**src/logic/esr_pkg.sv**
```systemverilog
// Purpose: Shared constants for the serial position encoder response block.
// Assumes: 40 MHz system clock, AHB-Lite register access, 32-bit data.
// Notes: Line bit time and init time are nominal figures, converted to cycles here.
package esr_pkg;
   // Clock and timing
   localparam int CLK_HZ = 40_000_000;
   localparam int GAP_US = 40;
   localparam int GAP_CYC = (GAP_US * CLK_HZ + 999_999) / 1_000_000;
   localparam int BIT_NS = 400;
   localparam int BIT_CYC = BIT_NS * (CLK_HZ / 1_000_000) / 1000;
   localparam int INIT_US = 1000;
   localparam int INIT_CYC = INIT_US * (CLK_HZ / 1_000_000);
   localparam logic [3:0] RESET_REPEAT = 4'hA;

   // Request codes as seen on the line
   localparam logic [7:0] CODE_SHORT = 8'hA2;
   localparam logic [7:0] CODE_LONG = 8'h2A;
   localparam logic [7:0] CODE_ERR_RST = 8'hDA;
   localparam logic [7:0] CODE_POS_ZERO = 8'h7A;

   // Alarm byte layout
   localparam int ALM_OVERSPEED = 0;
   localparam int ALM_INIT = 1;
   localparam int ALM_NVHW = 2;
   localparam int ALM_LOWAMP = 5;
   localparam logic [7:0] ALM_CLR_ON_RESET = 8'h25;

   // Status byte layout
   localparam int SF_WARN = 6;
   localparam int SF_ERR = 7;

   // Resolution select and masks of the 24-bit field
   localparam logic [1:0] CTRL_RESET = 2'h0;
   localparam logic [23:0] MASK_24 = 24'hFF_FFFF;
   localparam logic [23:0] MASK_23 = 24'h7F_FFFF;
   localparam logic [23:0] MASK_22 = 24'h3F_FFFF;
   localparam logic [23:0] MASK_20 = 24'h0F_FFFF;

   // Register offsets
   localparam int ADDR_W = 12;
   localparam logic [11:0] REG_CTRL = 12'h000;
   localparam logic [11:0] REG_STATE = 12'h004;
   localparam logic [11:0] REG_IRQ_STAT = 12'h008;
   localparam logic [11:0] REG_IRQ_MASK = 12'h00C;
   localparam logic [11:0] REG_POS_LO = 12'h010;
   localparam logic [11:0] REG_POS_HI = 12'h014;

   // Interrupt bits
   localparam int NUM_IRQ = 5;
   localparam int IRQ_RESP = 0;
   localparam int IRQ_ERR_RST = 1;
   localparam int IRQ_POS_ZERO = 2;
   localparam int IRQ_ALARM = 3;
   localparam int IRQ_RX_FAULT = 4;

   typedef enum logic [1:0] {ST_INIT, ST_IDLE, ST_SEND, ST_NV} esr_state_e;
endpackage : esr_pkg

```
**src/logic/esr_line_rx.sv**
```systemverilog
// Purpose: Receives one framed byte: low start bit, 8 data bits LSB first, high delimiter.
// Assumes: line_in synchronous to hclk.
// Notes: A start bit that is high again at mid-bit is dropped as a glitch.
`timescale 1ns/1ps
module esr_line_rx #(
   parameter int BIT_CYC = 16
) (
   input wire logic hclk, // System clock
   input wire logic hresetn, // Async reset, active low
   input wire logic enable, // Receive allowed
   input wire logic line_in, // Serial line level
   output logic byte_valid, // Pulse, byte received
   output logic [7:0] byte_data, // Received byte
   output logic frame_err // Pulse, bad delimiter
);
   localparam int CW = $clog2(BIT_CYC);
   logic busy_reg;
   logic [CW-1:0] cnt_reg;
   logic [3:0] idx_reg;
   logic [7:0] shift_reg;

   // Mid-bit sampling of each field bit
   always_ff @(posedge hclk or negedge hresetn) begin
      if (!hresetn) begin
         busy_reg <= 1'b0;
         cnt_reg <= '0;
         idx_reg <= 4'h0;
         shift_reg <= 8'h00;
         byte_valid <= 1'b0;
         byte_data <= 8'h00;
         frame_err <= 1'b0;
      end else begin
         byte_valid <= 1'b0;
         frame_err <= 1'b0;
         if (!busy_reg) begin
            if (enable && !line_in) begin
               busy_reg <= 1'b1;
               cnt_reg <= CW'(BIT_CYC / 2 - 1);
               idx_reg <= 4'h0;
            end
         end else if (cnt_reg != '0) begin
            cnt_reg <= cnt_reg - 1'b1;
         end else begin
            cnt_reg <= CW'(BIT_CYC - 1);
            idx_reg <= idx_reg + 4'h1;
            if (idx_reg == 4'h0) begin
               if (line_in) begin
                  busy_reg <= 1'b0; // False start
               end
            end else if (idx_reg <= 4'h8) begin
               shift_reg <= {line_in, shift_reg[7:1]}; // LSB arrives first
            end else begin
               busy_reg <= 1'b0;
               if (line_in) begin
                  byte_valid <= 1'b1;
                  byte_data <= shift_reg;
               end else begin
                  frame_err <= 1'b1;
               end
            end
         end
      end
   end
endmodule : esr_line_rx

```
**src/logic/esr_line_tx.sv**
```systemverilog
// Purpose: Sends framed bytes and drives the half-duplex driver enable.
// Assumes: One byte accepted per valid/ready handshake.
// Notes: Driver stays on while hold is high so bytes of one answer run together.
`timescale 1ns/1ps
module esr_line_tx #(
   parameter int BIT_CYC = 16
) (
   input wire logic hclk, // System clock
   input wire logic hresetn, // Async reset, active low
   input wire logic byte_valid, // Byte offered
   input wire logic [7:0] byte_data, // Byte to send
   input wire logic hold, // Keep driver on between bytes
   output logic byte_ready, // Ready for a byte
   output logic line_out, // Serial line level
   output logic line_oe_n // Driver enable, low drives
);
   localparam int CW = $clog2(BIT_CYC);
   logic busy_reg;
   logic [CW-1:0] cnt_reg;
   logic [3:0] left_reg;
   logic [8:0] shift_reg;

   assign byte_ready = !busy_reg;

   // Start bit, 8 data bits LSB first, then delimiter
   always_ff @(posedge hclk or negedge hresetn) begin
      if (!hresetn) begin
         busy_reg <= 1'b0;
         cnt_reg <= '0;
         left_reg <= 4'h0;
         shift_reg <= 9'h1FF;
         line_out <= 1'b1;
      end else if (!busy_reg) begin
         line_out <= 1'b1;
         if (byte_valid) begin
            busy_reg <= 1'b1;
            shift_reg <= {1'b1, byte_data};
            line_out <= 1'b0;
            cnt_reg <= CW'(BIT_CYC - 1);
            left_reg <= 4'h9;
         end
      end else if (cnt_reg != '0) begin
         cnt_reg <= cnt_reg - 1'b1;
      end else if (left_reg != 4'h0) begin
         line_out <= shift_reg[0];
         shift_reg <= {1'b1, shift_reg[8:1]};
         left_reg <= left_reg - 4'h1;
         cnt_reg <= CW'(BIT_CYC - 1);
      end else begin
         busy_reg <= 1'b0;
      end
   end

   // Driver enable follows the frame, not individual bits
   always_ff @(posedge hclk or negedge hresetn) begin
      if (!hresetn) begin
         line_oe_n <= 1'b1;
      end else begin
         line_oe_n <= !(hold || busy_reg || byte_valid);
      end
   end
endmodule : esr_line_tx

```
**src/logic/esr_encoder_link.sv**
```systemverilog
// Purpose: Encoder end of the request/response position link with reset commands.
// Assumes: Sensor inputs synchronous to hclk; NV store handshakes req/done.
// Notes: Check byte of X^8+1 fed LSB first reduces to the XOR of the sent bytes.
`timescale 1ns/1ps
module esr_encoder_link #(
   parameter int INIT_CYCLES = esr_pkg::INIT_CYC,
   parameter int BIT_CYC = esr_pkg::BIT_CYC
) (
   input wire logic hclk, // System clock
   input wire logic hresetn, // Async reset, active low
   input wire logic hsel, // AHB select
   input wire logic [31:0] haddr, // AHB address
   input wire logic [1:0] htrans, // AHB transfer type
   input wire logic hwrite, // AHB write
   input wire logic [2:0] hsize, // AHB size, word only
   input wire logic [31:0] hwdata, // AHB write data
   input wire logic hready, // AHB bus ready
   output logic hreadyout, // AHB slave ready
   output logic hresp, // AHB response, always OKAY
   output logic [31:0] hrdata, // AHB read data
   output logic irq, // Level interrupt
   input wire logic line_in, // RS-485 receive level
   output logic line_out, // RS-485 transmit level
   output logic line_oe_n, // RS-485 driver enable, low drives
   input wire logic [47:0] position_in, // Raw absolute position
   input wire logic overspeed_in, // Overspeed cause
   input wire logic low_amp_in, // Low amplitude cause
   input wire logic nv_fault_in, // NV memory fault
   input wire logic pos_invalid_in, // Position not detectable
   input wire logic [1:0] warn_in, // Warning causes, alarm bits 7:6
   input wire logic [47:0] nv_offset_in, // Stored zero point from NV
   output logic nv_write_req, // NV write request, level
   output logic [47:0] nv_write_data, // Zero point to store
   input wire logic nv_write_done // Pulse, NV write finished
);
   localparam int INIT_W = $clog2(INIT_CYCLES + 1);
   localparam int GAP_W = $clog2(esr_pkg::GAP_CYC + 1);

   esr_pkg::esr_state_e state_reg;
   logic [INIT_W-1:0] init_cnt_reg;
   logic [1:0] ctrl_reg;
   logic [47:0] offset_reg, pos48;
   logic [3:0] rep_cnt_reg, len_reg, idx_reg, rep_next;
   logic [GAP_W-1:0] gap_cnt_reg;
   logic [7:0] resp_reg [0:7];
   logic [esr_pkg::NUM_IRQ-1:0] irq_stat_reg, irq_mask_reg, irq_ev;
   logic [esr_pkg::ADDR_W-1:0] wr_addr_reg;
   logic rx_valid, rx_err, tx_ready, tx_valid, init_fault_reg, wr_pend_reg;
   logic [7:0] rx_data, tx_data, alarm_code_byte, sf, lat_set, lat_reg, last_code_reg, crc_reg;
   logic [23:0] pos24, res_mask;
   logic ap_valid, rep_match, gap_ok, init_done, accept_rst;

   esr_line_rx #(.BIT_CYC(BIT_CYC)) u_rx (
      .hclk(hclk),
      .hresetn(hresetn),
      .enable(state_reg == esr_pkg::ST_IDLE),
      .line_in(line_in),
      .byte_valid(rx_valid),
      .byte_data(rx_data),
      .frame_err(rx_err)
   );

   esr_line_tx #(.BIT_CYC(BIT_CYC)) u_tx (
      .hclk(hclk),
      .hresetn(hresetn),
      .byte_valid(tx_valid),
      .byte_data(tx_data),
      .hold(state_reg == esr_pkg::ST_SEND),
      .byte_ready(tx_ready),
      .line_out(line_out),
      .line_oe_n(line_oe_n)
   );

   // Reported position, relative to the stored zero point
   assign pos48 = position_in - offset_reg;
   always_comb begin
      case (ctrl_reg)
         2'h1: res_mask = esr_pkg::MASK_23;
         2'h2: res_mask = esr_pkg::MASK_22;
         2'h3: res_mask = esr_pkg::MASK_20;
         default: res_mask = esr_pkg::MASK_24;
      endcase
   end
   assign pos24 = pos48[23:0] & res_mask;

   // Alarm byte and status byte; bits 3 and 4 are never raised
   assign alarm_code_byte = {warn_in, lat_reg[5:0]};
   always_comb begin
      sf = 8'h00;
      sf[esr_pkg::SF_ERR] = |lat_reg[5:0];
      sf[esr_pkg::SF_WARN] = |warn_in;
   end

   // Reset code repetition tracking
   assign gap_ok = gap_cnt_reg >= GAP_W'(esr_pkg::GAP_CYC - 1);
   assign rep_match = (rx_data == last_code_reg) && gap_ok && (rep_cnt_reg != 4'h0);
   assign rep_next = rep_match ? rep_cnt_reg + 4'h1 : 4'h1;
   assign accept_rst = rx_valid && (state_reg == esr_pkg::ST_IDLE)
      && ((rx_data == esr_pkg::CODE_ERR_RST) || (rx_data == esr_pkg::CODE_POS_ZERO))
      && (rep_next == esr_pkg::RESET_REPEAT);
   assign init_done = (state_reg == esr_pkg::ST_INIT) && (init_cnt_reg == '0);

   // Answer byte stream: echo and fields, then check byte last
   assign tx_valid = (state_reg == esr_pkg::ST_SEND);
   assign tx_data = (idx_reg == len_reg) ? crc_reg : resp_reg[idx_reg[2:0]];

   // Main sequence
   always_ff @(posedge hclk or negedge hresetn) begin
      if (!hresetn) begin
         state_reg <= esr_pkg::ST_INIT;
         init_cnt_reg <= INIT_W'(INIT_CYCLES);
         idx_reg <= 4'h0;
         len_reg <= 4'h0;
         crc_reg <= 8'h00;
         nv_write_req <= 1'b0;
      end else begin
         case (state_reg)
            esr_pkg::ST_INIT: begin
               if (init_cnt_reg != '0) begin
                  init_cnt_reg <= init_cnt_reg - 1'b1;
               end else begin
                  state_reg <= esr_pkg::ST_IDLE;
               end
            end
            esr_pkg::ST_IDLE: begin
               idx_reg <= 4'h0;
               crc_reg <= 8'h00;
               if (accept_rst && rx_data == esr_pkg::CODE_ERR_RST) begin
                  state_reg <= esr_pkg::ST_INIT;
                  init_cnt_reg <= INIT_W'(INIT_CYCLES);
               end else if (accept_rst) begin
                  state_reg <= esr_pkg::ST_NV;
                  nv_write_req <= 1'b1;
               end else if (rx_valid) begin
                  case (rx_data)
                     esr_pkg::CODE_SHORT, esr_pkg::CODE_ERR_RST, esr_pkg::CODE_POS_ZERO: begin
                        len_reg <= 4'h6;
                        state_reg <= esr_pkg::ST_SEND;
                     end
                     esr_pkg::CODE_LONG: begin
                        len_reg <= 4'h8;
                        state_reg <= esr_pkg::ST_SEND;
                     end
                     default: state_reg <= esr_pkg::ST_IDLE;
                  endcase
               end
            end
            esr_pkg::ST_SEND: begin
               if (tx_ready) begin
                  if (idx_reg == len_reg) begin
                     state_reg <= esr_pkg::ST_IDLE;
                  end else begin
                     crc_reg <= crc_reg ^ resp_reg[idx_reg[2:0]];
                     idx_reg <= idx_reg + 4'h1;
                  end
               end
            end
            esr_pkg::ST_NV: begin
               if (nv_write_done) begin
                  nv_write_req <= 1'b0;
                  state_reg <= esr_pkg::ST_IDLE;
               end
            end
            default: state_reg <= esr_pkg::ST_INIT;
         endcase
      end
   end

   // Answer contents, captured when the request arrives
   always_ff @(posedge hclk or negedge hresetn) begin
      if (!hresetn) begin
         for (int i = 0; i < 8; i++) begin
            resp_reg[i] <= 8'h00;
         end
      end else if (rx_valid && state_reg == esr_pkg::ST_IDLE) begin
         resp_reg[0] <= rx_data;
         resp_reg[1] <= sf;
         if (rx_data == esr_pkg::CODE_LONG) begin
            for (int i = 0; i < 6; i++) begin
               resp_reg[i + 2] <= pos48[8 * i +: 8];
            end
         end else begin
            resp_reg[2] <= pos24[7:0];
            resp_reg[3] <= pos24[15:8];
            resp_reg[4] <= pos24[23:16];
            resp_reg[5] <= alarm_code_byte;
            resp_reg[6] <= 8'h00;
            resp_reg[7] <= 8'h00;
         end
      end
   end

   // Repetition count and spacing since the previous received byte
   always_ff @(posedge hclk or negedge hresetn) begin
      if (!hresetn) begin
         rep_cnt_reg <= 4'h0;
         last_code_reg <= 8'h00;
         gap_cnt_reg <= '0;
      end else if (rx_valid) begin
         gap_cnt_reg <= '0;
         last_code_reg <= rx_data;
         if (accept_rst) begin
            rep_cnt_reg <= 4'h0;
         end else if (rx_data == esr_pkg::CODE_ERR_RST || rx_data == esr_pkg::CODE_POS_ZERO) begin
            rep_cnt_reg <= rep_next;
         end else begin
            rep_cnt_reg <= 4'h0;
         end
      end else if (gap_cnt_reg != GAP_W'(esr_pkg::GAP_CYC)) begin
         gap_cnt_reg <= gap_cnt_reg + 1'b1;
      end
   end

   // Zero point: taken on accept, restored from NV at the end of init
   always_ff @(posedge hclk or negedge hresetn) begin
      if (!hresetn) begin
         offset_reg <= 48'h0000_0000_0000;
      end else if (accept_rst && rx_data == esr_pkg::CODE_POS_ZERO) begin
         offset_reg <= position_in;
      end else if (init_done) begin
         offset_reg <= nv_offset_in;
      end
   end
   assign nv_write_data = offset_reg;

   // Fault latches; a new cause wins over a clear in the same cycle
   always_comb begin
      lat_set = 8'h00;
      if (state_reg != esr_pkg::ST_INIT) begin
         lat_set[esr_pkg::ALM_OVERSPEED] = overspeed_in;
         lat_set[esr_pkg::ALM_LOWAMP] = low_amp_in;
      end else begin
         lat_set[esr_pkg::ALM_NVHW] = nv_fault_in;
         lat_set[esr_pkg::ALM_INIT] = nv_fault_in || pos_invalid_in;
      end
   end

   always_ff @(posedge hclk or negedge hresetn) begin
      if (!hresetn) begin
         lat_reg <= 8'h00;
         init_fault_reg <= 1'b0;
      end else begin
         lat_reg <= lat_reg | lat_set;
         if (accept_rst && rx_data == esr_pkg::CODE_ERR_RST) begin
            lat_reg <= (lat_reg & ~esr_pkg::ALM_CLR_ON_RESET) | lat_set;
            init_fault_reg <= 1'b0;
         end else if (init_done) begin
            lat_reg[esr_pkg::ALM_INIT] <= init_fault_reg || lat_set[esr_pkg::ALM_INIT];
         end else if (lat_set[esr_pkg::ALM_INIT]) begin
            init_fault_reg <= 1'b1;
         end
      end
   end

   // Interrupt events
   always_comb begin
      irq_ev = '0;
      irq_ev[esr_pkg::IRQ_RESP] = tx_ready && tx_valid && (idx_reg == len_reg);
      irq_ev[esr_pkg::IRQ_ERR_RST] = init_done;
      irq_ev[esr_pkg::IRQ_POS_ZERO] = (state_reg == esr_pkg::ST_NV) && nv_write_done;
      irq_ev[esr_pkg::IRQ_ALARM] = |(lat_set & ~lat_reg);
      irq_ev[esr_pkg::IRQ_RX_FAULT] = rx_err;
   end

   // AHB-Lite slave, zero wait states
   assign ap_valid = hsel && htrans[1] && hready;
   assign hreadyout = 1'b1;
   assign hresp = 1'b0;

   always_ff @(posedge hclk or negedge hresetn) begin
      if (!hresetn) begin
         wr_pend_reg <= 1'b0;
         wr_addr_reg <= '0;
      end else begin
         wr_pend_reg <= ap_valid && hwrite;
         wr_addr_reg <= haddr[esr_pkg::ADDR_W-1:0];
      end
   end

   // Read data registered at the address phase
   always_ff @(posedge hclk or negedge hresetn) begin
      if (!hresetn) begin
         hrdata <= 32'h0000_0000;
      end else if (ap_valid && !hwrite) begin
         case (haddr[esr_pkg::ADDR_W-1:0])
            esr_pkg::REG_CTRL: hrdata <= {30'h0000_0000, ctrl_reg};
            esr_pkg::REG_STATE: hrdata <= {8'h00, 2'h0, state_reg, rep_cnt_reg, sf, alarm_code_byte};
            esr_pkg::REG_IRQ_STAT: hrdata <= {27'h000_0000, irq_stat_reg};
            esr_pkg::REG_IRQ_MASK: hrdata <= {27'h000_0000, irq_mask_reg};
            esr_pkg::REG_POS_LO: hrdata <= pos48[31:0];
            esr_pkg::REG_POS_HI: hrdata <= {16'h0000, pos48[47:32]};
            default: hrdata <= 32'h0000_0000;
         endcase
      end
   end

   // Writable registers; status bits clear on writing one, events win
   always_ff @(posedge hclk or negedge hresetn) begin
      if (!hresetn) begin
         ctrl_reg <= esr_pkg::CTRL_RESET;
         irq_mask_reg <= '0;
         irq_stat_reg <= '0;
      end else begin
         irq_stat_reg <= irq_stat_reg | irq_ev;
         if (wr_pend_reg) begin
            case (wr_addr_reg)
               esr_pkg::REG_CTRL: ctrl_reg <= hwdata[1:0];
               esr_pkg::REG_IRQ_MASK: irq_mask_reg <= hwdata[esr_pkg::NUM_IRQ-1:0];
               esr_pkg::REG_IRQ_STAT:
                  irq_stat_reg <= (irq_stat_reg & ~hwdata[esr_pkg::NUM_IRQ-1:0]) | irq_ev;
               default: ;
            endcase
         end
      end
   end

   assign irq = |(irq_stat_reg & irq_mask_reg);
endmodule : esr_encoder_link

```
**config.mk**
```make
export PLATFORM = sky130hd
export DESIGN_NAME = esr_encoder_link
export DESIGN_NICKNAME = d
export VERILOG_FILES = /design/src/logic/esr_pkg.sv /design/src/logic/esr_line_rx.sv /design/src/logic/esr_line_tx.sv /design/src/logic/esr_encoder_link.sv
export SDC_FILE = /design/constraint.sdc
export NUM_CORES = 1
export LEC_CHECK = 0
export BUFFER_PORTS_ARGS = -buffer_cell sky130_fd_sc_hd__buf_2
export CAP_MARGIN = 20
export CORE_AREA = 3 3 189 172
export DETAILED_ROUTE_END_ITERATION = 12
export DIE_AREA = 0 0 192 175
export PLACE_DENSITY = 0.72
export REMOVE_ABC_BUFFERS = 1
export SLEW_MARGIN = 15
export SYNTH_ARGS = -nofsm -noshare
export SYNTH_HDL_FRONTEND = slang
export SYNTH_SLANG_ARGS = --single-unit
```
**constraint.sdc**
```tcl
create_clock -name hclk -period 3.8 [get_ports hclk]
set_clock_uncertainty 0.2 [all_clocks]
set_input_delay 0.76 -clock hclk [delete_from_list [all_inputs] [get_ports hclk]]
set_output_delay 0.76 -clock hclk [all_outputs]
set_load 0.02 [all_outputs]
```
==> results of run 1 <==
## cells by family (layout without fill, tap and decap cells)
logic type | Yosys count | in the layout
other | 2 | 3
AOI/OAI and AO/OA | 445 | 445
adders and majority gates | 59 | 59
muxes | 69 | 69
and+or+nand+nor | 584 | 584
buffers and inverters | 168 | 412
xor gates and xnor gates | 84 | 84
DFF | 270 | 270
## path summary, 6_finish.rpt
path	startpoint	slack (ns)	end
worst max-delay path	nv_write_data[0]	0.32	hrdata[6]
worst min-delay path	haddr[0]	0.14	wr_addr_reg[0]
worst max register to register	nv_write_data[0]	0.32	hrdata[6]
worst min register to register	u_rx.frame_err	0.22	irq_stat_reg[4]
max in group asynchronous	hresetn	1.98	nv_write_data[22]
min in group asynchronous	hresetn	0.55	gap_cnt_reg[2]
## cells in the mapped netlist (5+ instances only)
cell type,count,area share
mux2_2,31,0.023
and2_1,7,0.0029
o21ai_0,111,0.036
dfrtp_1,255,0.42
buf_6,8,0.0059
clkbuf_1,61,0.015
ha_1,58,0.047
nand4_1,16,0.0065
o31ai_1,9,0.0044
nand2b_1,14,0.0057
xor2_1,39,0.022
or2_2,7,0.0029
nand3_1,35,0.011
o221ai_1,6,0.0034
o211ai_1,7,0.0034
xnor2_1,45,0.026
a31oi_1,17,0.0070
o21bai_1,5,0.0025
nor4_1,13,0.0053
nor3b_1,8,0.0039
a211oi_1,9,0.0044
mux2i_1,28,0.018
buf_1,6,0.0015
dfstp_2,15,0.026
a222oi_1,5,0.0033
o21a_1,11,0.0054
nor2b_1,14,0.0057
a22oi_1,66,0.032
and3_1,10,0.0041
or3_1,14,0.0057
o21ai_1,25,0.0082
a21o_1,26,0.013
nor2_1,114,0.028
a21oi_1,104,0.034
mux4_2,10,0.015
inv_1,87,0.021
nor3_1,23,0.0075
a22o_1,12,0.0069
or4_1,5,0.0025
nand3b_1,5,0.0025
nand2_1,286,0.070
## worst max-delay path: stages (launching register included)
cell	delay, ns
dfrtp_1	0.39
ha_1	0.22
fa_1	0.40
nor2b_1	0.16
o211ai_1	0.14
buf_4	0.17
a21oi_1	0.18
o21ai_1	0.19
a2111oi_4	0.45
nor2_1	0.13
o41ai_2	0.38
xnor2_1	0.21
o21ai_1	0.12
## where the power goes
group | total [mW] | leakage, nW | switching (mW) | internal (mW)
Sequential | 3.55 | 3.19 | 0.308 | 3.24
Clock | 2.93 | 0.494 | 1.17 | 1.76
Combinational | 1.07 | 5.09 | 0.588 | 0.479
Total | 7.55 | 8.78 | 2.07 | 5.48
## repair_timing
item / in CTS / in global routing
resized for setup: 0 / 1
setup endpoints to repair: 0 / 2
hold endpoints to repair: 47 / 0
hold buffers: 1 / 0
## layer usage
metal / GRT usage / part of all wire / vias up
met1: 0.357 / 0.43 / 6496
met2: 0.406 / 0.47 / 467
met4: 0.0537 / 0.019 / 2
li1: - / - / 6383
met5: 0 / 0.00046 / -
met3: 0.0365 / 0.078 / 56
## stage by stage
step           worst slack [ns]  cells  instance area [µm²]
5_1_grt                  0.0919   2335                18000
2_1_floorplan            -0.375   1601                14900
6_report                  0.319   2335                18000
4_1_cts                   0.285   2334                18000
3_5_place_dp             -0.215   2280                17000
3_3_place_gp             -0.187   2280                17000
## layout by cell type (no fill, tap or decap), types with 9 or more instances in the layout
cell and instances:
xor2_1 39, o31ai_1 9, o21ai_1 25, nor3_1 22
inv_1 87, mux2_2 31, and3_1 10, a22oi_1 66
a21o_1 26, mux4_2 10, nor4_1 13, nand2b_1 13
ha_1 58, a31oi_1 17, nand4_1 16, dfstp_2 15
xnor2_1 45, nand3_1 35, nor2b_1 14, dfrtp_1 255
mux2i_1 28, o21a_1 11, nor2_1 114, or3_1 14
nand2_1 285, buf_2 209, a22o_1 12, buf_4 57
clkbuf_16 29, a21oi_1 104, o21ai_0 111
## final cells by class
class,instances,area (µm²),share of cell area
Inverter,88,330,0.0183
Tap cell,409,512,0.0284
Sequential cell,270,6780,0.376
Clock buffer,41,851,0.0472
Clock inverter,12,145,0.00806
Timing Repair Buffer,271,1560,0.0865
Multi-Input combinational cell,1243,7840,0.435
Antenna cell,1,2.50,0.000139
==> flow_summary_export.csv, run 1 <==
group,metric,value,unit
run_status,status,"completed",
logic_synthesis,synth-seq-cells,270,
routing,vias,13404,
logic_synthesis,synth_xor_area_frac,0.0481,
logic_synthesis,yosys.area_share.simple,0.173,
routing,wl,43100,µm
setup_path,reg2reg_depth,12,
cts,clock_sinks,270,
logic_synthesis,seq_area_frac_synth,0.443,
timing,slew_headroom,0.270,
cts,cts_made_buffers,29,
routing,first_pass_iters,5,
cts,cts_tree,"built",
die,die-area,33600,µm²
die,core,30800,µm²
logic_synthesis,syn_area,15300,µm²
cts,cts_root_buf,"clkbuf_16",
hold_path,min_path_cells,1,
routing,routedWlPerCell,18.5,µm
finish,syn2layout_area_growth,17.8,%
pwr,powerDensity,419,nW/µm²
logic_synthesis,synth_top_family_by_area,"compound AO/OA/AOI/OAI gates",
logic_synthesis,synthCells,1681,
cts,htree_levels,1,
logic_synthesis,synth_compound_area_frac,0.185,
logic_synthesis,synth_mux_area_frac,0.0559,
pwr,power,7.55,mW
pwr,irDropWorstVdd,352,µV
timing,tightest_slew,1.10,ns
timing,grt_setup_unrepaired,"false",
placement,gp_congestion,0.914,
cts,clock_latency,0.55,ns
logic_synthesis,synth_edf_count,0,
global_routing,overflow,0,
job,maxCapViolations,0,
finish,final_util,0.586,
timing,holdWs,0.137,ns
logic_synthesis,synth_flop_cell,"dfrtp_1",
routing,drc,0,
pwr,p_leak,8.78,nW
logic_synthesis,ys_warn_count,0,
global_routing,track_usage,0.250,
hold_path,worstHoldPathType,"in2reg",
timing,setup_viol,0,
timing,finalCritPeriodShare,0.916,
die,row_count,61,
global_routing,grt_max_degree,91,
setup_path,endpoint_kind,"flip-flop",
setup_path,start_kind,"flip-flop",
logic_synthesis,synthAdderAreaFrac,0.0488,
timing,min_period,3.48,ns
timing,final.setup.tns,0,ns
die,start_util,0.497,
die,die_height,175,µm
routing,via_per_inst,5.74,
setup_path,cp_max_fo,3,
timing,fmax,0.287,GHz
die,io_pins,264,
setup_path,cp.arrival,3.70,ns
global_routing,grt_pass1_vias,12955,
cts,clock_path_buffers,3,
routing,ant_nets,0,
finish,nets,2140,
placement,dp_hpwl,32400,µm
timing,hold_violations,0,
global_routing,grt_first_pass_wirelength,67900,µm
cts,clkTransAtPathRegs,0.06,ns
die,die_w,192,µm
logic_synthesis,syn_area_per_cell,9.10,µm²
finish,n_fill_cell,2714,
finish,largest_reg_flops,58,
placement,numPortBuffers,210,
finish,drive_above_1_share,0.206,
global_routing,antenna_found_initial,2,
timing,maxSlewViolCount,0,
setup_path,worst-setup-path-type,"reg2reg",
cts,cts_setup_buffers,0,
setup_path,required,4.02,ns
routing,drt_iter0_markers,1058,
logic_synthesis,synthArstFlopShare,1.00,
logic_synthesis,synth_cell_types,79,
No activity file was read; power rests on OpenSTA's default activity.
==> inputs of run 2 (changes only) <==
--- a/config.mk
+++ b/config.mk
@@ -5,12 +5,13 @@
 export SDC_FILE = /design/constraint.sdc
 export NUM_CORES = 1
 export LEC_CHECK = 0
+export ABC_AREA = 1
 export BUFFER_PORTS_ARGS = -buffer_cell sky130_fd_sc_hd__buf_2
 export CAP_MARGIN = 20
-export CORE_AREA = 3 3 189 172
+export CORE_AREA = 3 3 199 182
 export DETAILED_ROUTE_END_ITERATION = 12
-export DIE_AREA = 0 0 192 175
-export PLACE_DENSITY = 0.72
+export DIE_AREA = 0 0 202 185
+export PLACE_DENSITY = 0.71
 export REMOVE_ABC_BUFFERS = 1
 export SLEW_MARGIN = 15
 export SYNTH_ARGS = -nofsm -noshare
==> run 2 against run 1 <==
  * Wire length grew 28%
  * Design area grew 8.9%
  * Sequential share of layout area shrank 3.1 points
  * Non-clock buffer count shrank 39
  * Maximum frequency grew 19%
  * Sequential cell count is the same
  * Critical path type unchanged
  * Die area grew 11%
  * The run now ends with negative hold slack left
  * First-iteration DRC count grew 52%
  * Clock-buffer cell count grew 3
==> flow_summary_export.csv, run 2 <==
group,metric,value,unit
placement,numPortBuffers,210,
logic_synthesis,seq_area_frac_synth,0.397,
run_status,status,"finished with violations",
setup_path,path_cells,"ha_1, fa_1, inv_1, nand3_1, nand2_1, nand2_1, nand2_1, nand3_1, nand2_1, nand2_1, nand3_1, nand2_1, nand3_1, nand2_1",
logic_synthesis,yosysTopAreaCell,"dfrtp_1",
global_routing,overflow,0,
routing,wl,55300,µm
cts,clock_latency,0.59,ns
routing,first_pass_iters,5,
setup_path,cp.arrival,3.19,ns
global_routing,antenna_found_initial,0,
routing,via_per_inst,5.43,
cts,hold_buffers,0,
logic_synthesis,synthAdderAreaFrac,0.0437,
logic_synthesis,synth_xor_area_frac,0.0180,
finish,drive_above_1_share,0.126,
cts,htree_levels,1,
run_status,violations,"negative hold slack",
cts,cts_resized,0,
pwr,irDropWorstVdd,404,µV
setup_path,worst_path_largest_cell_delay,0.40,ns
routing,routedWlPerCell,17.6,µm
logic_synthesis,netlist_top_cells_area,"dfrtp_1, nand2_1, inv_1",
logic_synthesis,synth_most_common_cell,"nand2_1",
routing,drc,0,
die,die_w,202,µm
cts,cts_setup_buffers,0,
logic_synthesis,ys_warn_count,0,
timing,holdWs,-0.00846,ns
logic_synthesis,synthArstFlopShare,1.00,
finish,seqCellArea,6780,µm²
timing,finalCritPeriodShare,0.770,
hold_path,worstHoldPathType,"in2async",
die,die_height,185,µm
job,maxCapViolations,0,
timing,final.setup.tns,0,ns
global_routing,track_usage,0.293,
die,io_pins,264,
logic_synthesis,synth_edf_count,0,
logic_synthesis,synth-seq-cells,270,
finish,final_cell_mix,"nand2_1, inv_1, dfrtp_1, nand3_1, buf_2",
die,core,34000,µm²
setup_path,cp_max_fo,6,
logic_synthesis,synthCells,2459,
die,start_util,0.501,
timing,maxSlewViolCount,0,
timing,hold_violations,4,
pwr,power,7.85,mW
cts,cts_tree,"built",
timing,fmax,0.342,GHz
global_routing,grt_first_pass_wirelength,87700,µm
finish,layout_commonest_cell,"nand2_1",
timing,grt_setup_unrepaired,"false",
timing,tightest_slew,0.783,ns
logic_synthesis,netlist.area_leader.share,0.374,
routing,drt_iter0_markers,1610,
die,die-area,37400,µm²
logic_synthesis,synth_flop_cell,"dfrtp_1",
setup_path,worst_path_most_repeated_cell,"nand2_1",
die,row_count,64,
finish,multiInputGateArea,8620,µm²
global_routing,grt_pass1_vias,16228,
logic_synthesis,yosys.area_share.simple,0.327,
pwr,powerDensity,400,nW/µm²
cts,cts_root_buf,"clkbuf_16",
setup_path,endpoint_kind,"flip-flop",
cts,clkTransAtPathRegs,0.06,ns
setup_path,crit_path_top_delay_cell,"dfrtp_1",
setup_path,worst-setup-path-type,"reg2reg",
timing,min_period,2.93,ns
logic_synthesis,synth_cell_types,51,
finish,largest_reg_flops,58,
routing,ant_nets,0,
timing,setup_viol,0,
finish,syn2layout_area_growth,15.0,%
global_routing,grt_max_degree,96,
logic_synthesis,synth_mux_area_frac,0,
setup_path,required,4.07,ns
placement,dp_hpwl,43100,µm
setup_path,start_kind,"flip-flop",
finish,nets,2897,
finish,n_fill_cell,3316,
logic_synthesis,syn_area_per_cell,6.94,µm²
logic_synthesis,synth_top_family_by_area,"simple AND/OR/NAND/NOR gates",
routing,vias,17076,
cts,clock_sinks,270,
logic_synthesis,syn_area,17100,µm²
pwr,p_leak,10.6,nW
logic_synthesis,synthTopCellsByCount,"nand2_1, inv_1, dfrtp_1, nand3_1, o21ai_0",
timing,slew_headroom,0.478,
logic_synthesis,synth_compound_area_frac,0.116,
setup_path,reg2reg_depth,14,
cts,clock_path_buffers,3,
finish,antenna_cells,0,
cts,cts_made_buffers,30,
placement,gp_congestion,0.961,
## run 2: cell count changes in the layout (fill, tap and decap cells not counted), sizes merged, moves of 26 or more
| cell | previous run | this run |
|---|---|---|
| buf | 270 | 232 |
| nand2 | 286 | 757 |
| mux2 | 31 | 0 |
| nor2 | 115 | 202 |
| a22oi | 66 | 10 |
| xnor2 | 45 | 11 |
| nand3 | 35 | 247 |
| o21ai | 136 | 199 |
| inv | 88 | 354 |
| a21o | 26 | 0 |
| mux2i | 28 | 0 |
## run 2: worst paths after layout
check	slack, ns	from	end
max reg2reg	0.87	nv_write_data[0]	hrdata[14]
min reg2reg	0.28	resp_reg[39]	resp_reg[39]
min in group hclk	0.09	haddr[7]	wr_addr_reg[7]
min	-0.008	hresetn	nv_write_data[5]
max	0.87	nv_write_data[0]	hrdata[14]
max in group asynchronous	2.47	hresetn	init_cnt_reg[15]
## run 2: cell families (layout without fill, tap and decap cells)
family / after synthesis / count (layout)
compound gates: 367 / 367
flops: 270 / 270
other cells: 2 / 2
simple gates: 1309 / 1309
fa+ha+maj: 59 / 59
xor+xnor: 35 / 35
buf+inv: 417 / 639
## run 2: metal layers
metal	vias up	global-route usage	routed length (µm)
met5	-	0	0
met4	0	0.0748	1510
met3	94	0.0585	4420
met2	597	0.454	23700
met1	8088	0.425	25600
li1	8297	-	-
## run 2: area by class of cell
type / instances / area share
timing repair buffer: 232 / 0.0651
sequential: 270 / 0.345
tap: 462 / 0.0295
clock buffer: 44 / 0.0445
multi-input combinational: 1772 / 0.439
inverter: 354 / 0.0677
clock inverter: 9 / 0.00867
## run 2: report_power, final
part	total (mW)	switching, mW	internal (mW)
clock	3.10	1.24	1.86
combinational	1.21	0.774	0.436
sequential	3.54	0.269	3.27
total	7.85	2.28	5.57
## run 2: critical path: cells and delay by family, from the launching register on
kind | cells | cell delay (ns)
fa+ha+maj | 2 | 0.62
buf+inv | 1 | 0.12
flops | 1 | 0.40
simple gates | 11 | 1.47
## run 2: stage by stage
| stage | instances | hold slack (ns) | setup slack [ns] | instance area, µm² | utilization |
|---|---|---|---|---|---|
| 3_5_place_dp | 3090 | 0.260 | 0.429 | 18600 | 0.546 |
| 5_1_grt | 3143 | 0.0625 | 0.611 | 19600 | 0.576 |
| 4_1_cts | 3143 | 0.0242 | 0.889 | 19600 | 0.576 |
| 2_1_floorplan | 2396 | 0.209 | 0.527 | 16700 | - |
| 3_3_place_gp | 3090 | 0.255 | 0.470 | 18600 | 0.546 |
| 6_report | 3143 | -0.00846 | 0.875 | 19600 | 0.576 |
==> inputs of run 3 (changes only) <==
--- a/config.mk
+++ b/config.mk
@@ -5,13 +5,13 @@
 export SDC_FILE = /design/constraint.sdc
 export NUM_CORES = 1
 export LEC_CHECK = 0
-export ABC_AREA = 1
+export ABC_AREA = 0
 export BUFFER_PORTS_ARGS = -buffer_cell sky130_fd_sc_hd__buf_2
 export CAP_MARGIN = 20
-export CORE_AREA = 3 3 199 182
+export CORE_AREA = 3 3 189 172
 export DETAILED_ROUTE_END_ITERATION = 12
-export DIE_AREA = 0 0 202 185
-export PLACE_DENSITY = 0.71
+export DIE_AREA = 0 0 192 175
+export PLACE_DENSITY = 0.75
 export REMOVE_ABC_BUFFERS = 1
 export SLEW_MARGIN = 15
 export SYNTH_ARGS = -nofsm -noshare
==> constraint.sdc (replaced) <==
create_clock -name hclk -period 2.56 [get_ports hclk]
set_clock_uncertainty 0.2 [all_clocks]
set_input_delay 0.512 -clock hclk [delete_from_list [all_inputs] [get_ports hclk]]
set_output_delay 0.512 -clock hclk [all_outputs]
set_load 0.02 [all_outputs]
==> run 3 against run 2 <==
  * The flow finishes with violations (negative setup slack)
  * Worst hold slack better by 0.010 ns
  * Non-clock buffer count grew 405
  * Register-to-register slack worse by 1.6 ns
  * Largest cell class unchanged
==> flow_summary_export.csv, run 3 (synthesized netlist as in run 1, its figures left out) <==
group,metric,value,unit
placement,postPlaceCellArea,19000,µm²
finish,nets,2513,
pwr,p_leak,10.9,nW
timing,finalCritPeriodShare,1.28,
setup_path,cp.arrival,3.50,ns
setup_path,required,2.80,ns
cts,cts_root_buf,"clkbuf_16",
setup_path,worst-setup-path-type,"reg2reg",
die,core,30800,µm²
job,maxCapViolations,0,
timing,tightest_slew,0.729,ns
routing,routedWlPerCell,22.1,µm
global_routing,met2_usage,0.524,
setup_path,r2r-end,"hrdata[6]",
die,row_count,61,
placement,dp_hpwl,35500,µm
timing,setup_slack,-0.705,ns
setup_path,cp_top_family,"compound AO/OA/AOI/OAI gates",
setup_path,cp_max_fo,2,
cts,cts_made_buffers,29,
global_routing,overflow,0,
setup_path,path_cells,"inv_1, ha_1, nand4_1, or3_4, a211oi_2, o21ai_4, a2111oi_4, nor2_2, o41ai_2, xnor2_1, o21ai_1",
die,die_w,192,µm
run_status,status,"finished with violations",
run_status,violations,"negative setup slack",
die,io_pins,264,
setup_path,start_kind,"flip-flop",
setup_path,worstSetupEndpoint,"hrdata[6]",
die,die-area,33600,µm²
finish,final_cell_area,22600,µm²
routing,wl,59700,µm
finish,n_fill_cell,1871,
die,start_util,0.497,
global_routing,grt_first_pass_wirelength,86200,µm
placement,gp_congestion,0.945,
setup_path,crit_path_top_delay_cell,"a2111oi_4",
global_routing,track_usage,0.319,
pwr,switching_share,0.289,
pwr,power_frac_seq,0.430,
global_routing,busiest_layer,"met2",
finish,syn2layout_area_growth,47.5,%
timing,maxSlewViolCount,0,
routing,first_pass_iters,7,
timing,fmax,0.306,GHz
setup_path,endpoint_kind,"flip-flop",
timing,holdWs,0.00154,ns
global_routing,grt_max_degree,70,
finish,layout_commonest_cell,"buf_4",
pwr,combinationalPowerShare,0.186,
finish,seqCellArea,6780,µm²
cts,htree_levels,1,
setup_path,reg2reg_depth,11,
setup_path,worst_path_largest_cell_delay,0.38,ns
timing,setup_viol,146,
pwr,power.share.clock,0.384,
timing,slew_headroom,0.510,
setup_path,path_depth,11,
finish,largest_reg_flops,58,
setup_path,cp_num_buf_inv,1,
global_routing,antenna_found_initial,2,
cts,clkTransAtPathRegs,0.07,ns
pwr,powerDensity,543,nW/µm²
timing,hold_violations,0,
pwr,p_int,8.72,mW
placement,numPortBuffers,210,
hold_path,worstHoldPathType,"in2reg",
pwr,p_sw,3.54,mW
finish,multiInputGateArea,9170,µm²
cts,clock_sinks,270,
finish,drive_above_1_share,0.388,
setup_path,reg2reg_slack,-0.71,ns
setup_path,crit_start,"nv_write_data[16]",
timing,min_period,3.27,ns
global_routing,groute.layer.met3.usage,0.0586,
cts,clock_path_buffers,3,
timing,grt_setup_unrepaired,"true",
global_routing,grt_pass1_vias,16432,
finish,final_cell_mix,"buf_4, nand2_1, dfrtp_1, buf_2",
setup_path,rr_startpoint,"nv_write_data[16]",
die,die_height,175,µm
routing,ant_nets,0,
cts,cts_tree,"built",
global_routing,met1_usage,0.396,
routing,drt_iter0_markers,2057,
routing,vias,16516,
routing,via_per_inst,6.10,
cts,clock_latency,0.57,ns
pwr,irDropWorstVdd,570,µV
routing,drc,0,
==> run 3: changes by cell type in the layout (fill, tap and decap cells not counted), sizes merged, moves of 22 or more <==
cell	before	now
mux2i	0	28
nand2	757	286
o21ai	199	136
inv	354	87
nor2	202	115
nand3	247	35
a22oi	10	66
nor2b	0	22
a21o	0	26
dlygate4sd3	0	63
mux2	0	31
buf	232	572
xnor2	11	45
==> run 3: worst min-delay path, stage by stage <==
cell,delay [ns]
buf_2,0.10
a22oi_1,0.06
nand2_1,0.06
==> run 3: layout make-up <==
| class | instances | share of cell area |
|---|---|---|
| clock inverter | 11 | 0.00843 |
| sequential | 270 | 0.300 |
| timing repair buffer | 637 | 0.209 |
| clock buffer | 42 | 0.0383 |
| tap | 409 | 0.0227 |
| inverter | 88 | 0.0146 |
| antenna | 1 | 0.000111 |
| multi-input combinational | 1250 | 0.407 |
==> run 3: routing by layer <==
layer  share of wire  wire length [µm]  vias up
li1                -                 -     7128
met2            0.46             27300     1147
met1            0.36             21400     7840
met3           0.099              5940      397
met5         0.00049                29        -
met4           0.086              5130        4
==> run 3: power by group through the flow <==
stage / sequential (mW) / clock (mW) / combinational [mW]
final: 5.27 / 4.71 / 2.28
after global routing: 5.29 / 4.87 / 2.48
after CTS: 5.19 / 4.67 / 2.12
after detailed placement: 5.26 / 0 / 1.91
after global placement: 5.23 / 0 / 1.80
after floorplan: 5.17 / 0 / 1.05
==> run 3: worst min path at each step <==
stage | from | end | slack [ns] | cells past startpoint
3_3_place_gp | u_rx.frame_err | irq_stat_reg[4] | 0.23 | 1
5_1_grt | position_in[38] | nv_write_data[38] | 0.008 | 3
2_1_floorplan | hresetn | crc_reg[0] | 0.02 | 0
3_5_place_dp | u_rx.frame_err | irq_stat_reg[4] | 0.23 | 1
4_1_cts | nv_offset_in[40] | nv_write_data[40] | 0.0004 | 3
6_report | position_in[14] | nv_write_data[14] | 0.002 | 3
==> run 3: metrics by stage <==
stage | cells | TNS, ns | utilization | total power, mW | setup slack, ns
5_1_grt | 2707 | -61.77 | 0.733 | 12.6 | -0.810
4_1_cts | 2684 | -36.18 | 0.710 | 12.0 | -0.611
2_1_floorplan | 1601 | -118.62 | - | 6.22 | -1.61
6_report | 2708 | -49.48 | 0.733 | 12.3 | -0.705
3_3_place_gp | 2536 | -68.91 | 0.617 | 7.03 | -1.26
3_5_place_dp | 2536 | -78.19 | 0.617 | 7.17 | -1.27
==> run 3: repair_timing <==
action / in CTS / in global routing
endpoints found under the setup margin: 145 / 155
hold endpoints to repair: 93 / 0
resized for setup: 203 / 137
buffers inserted: 31 / 25
pin swaps: 95 / 111
cloned: 6 / 6
hold buffers: 63 / 0
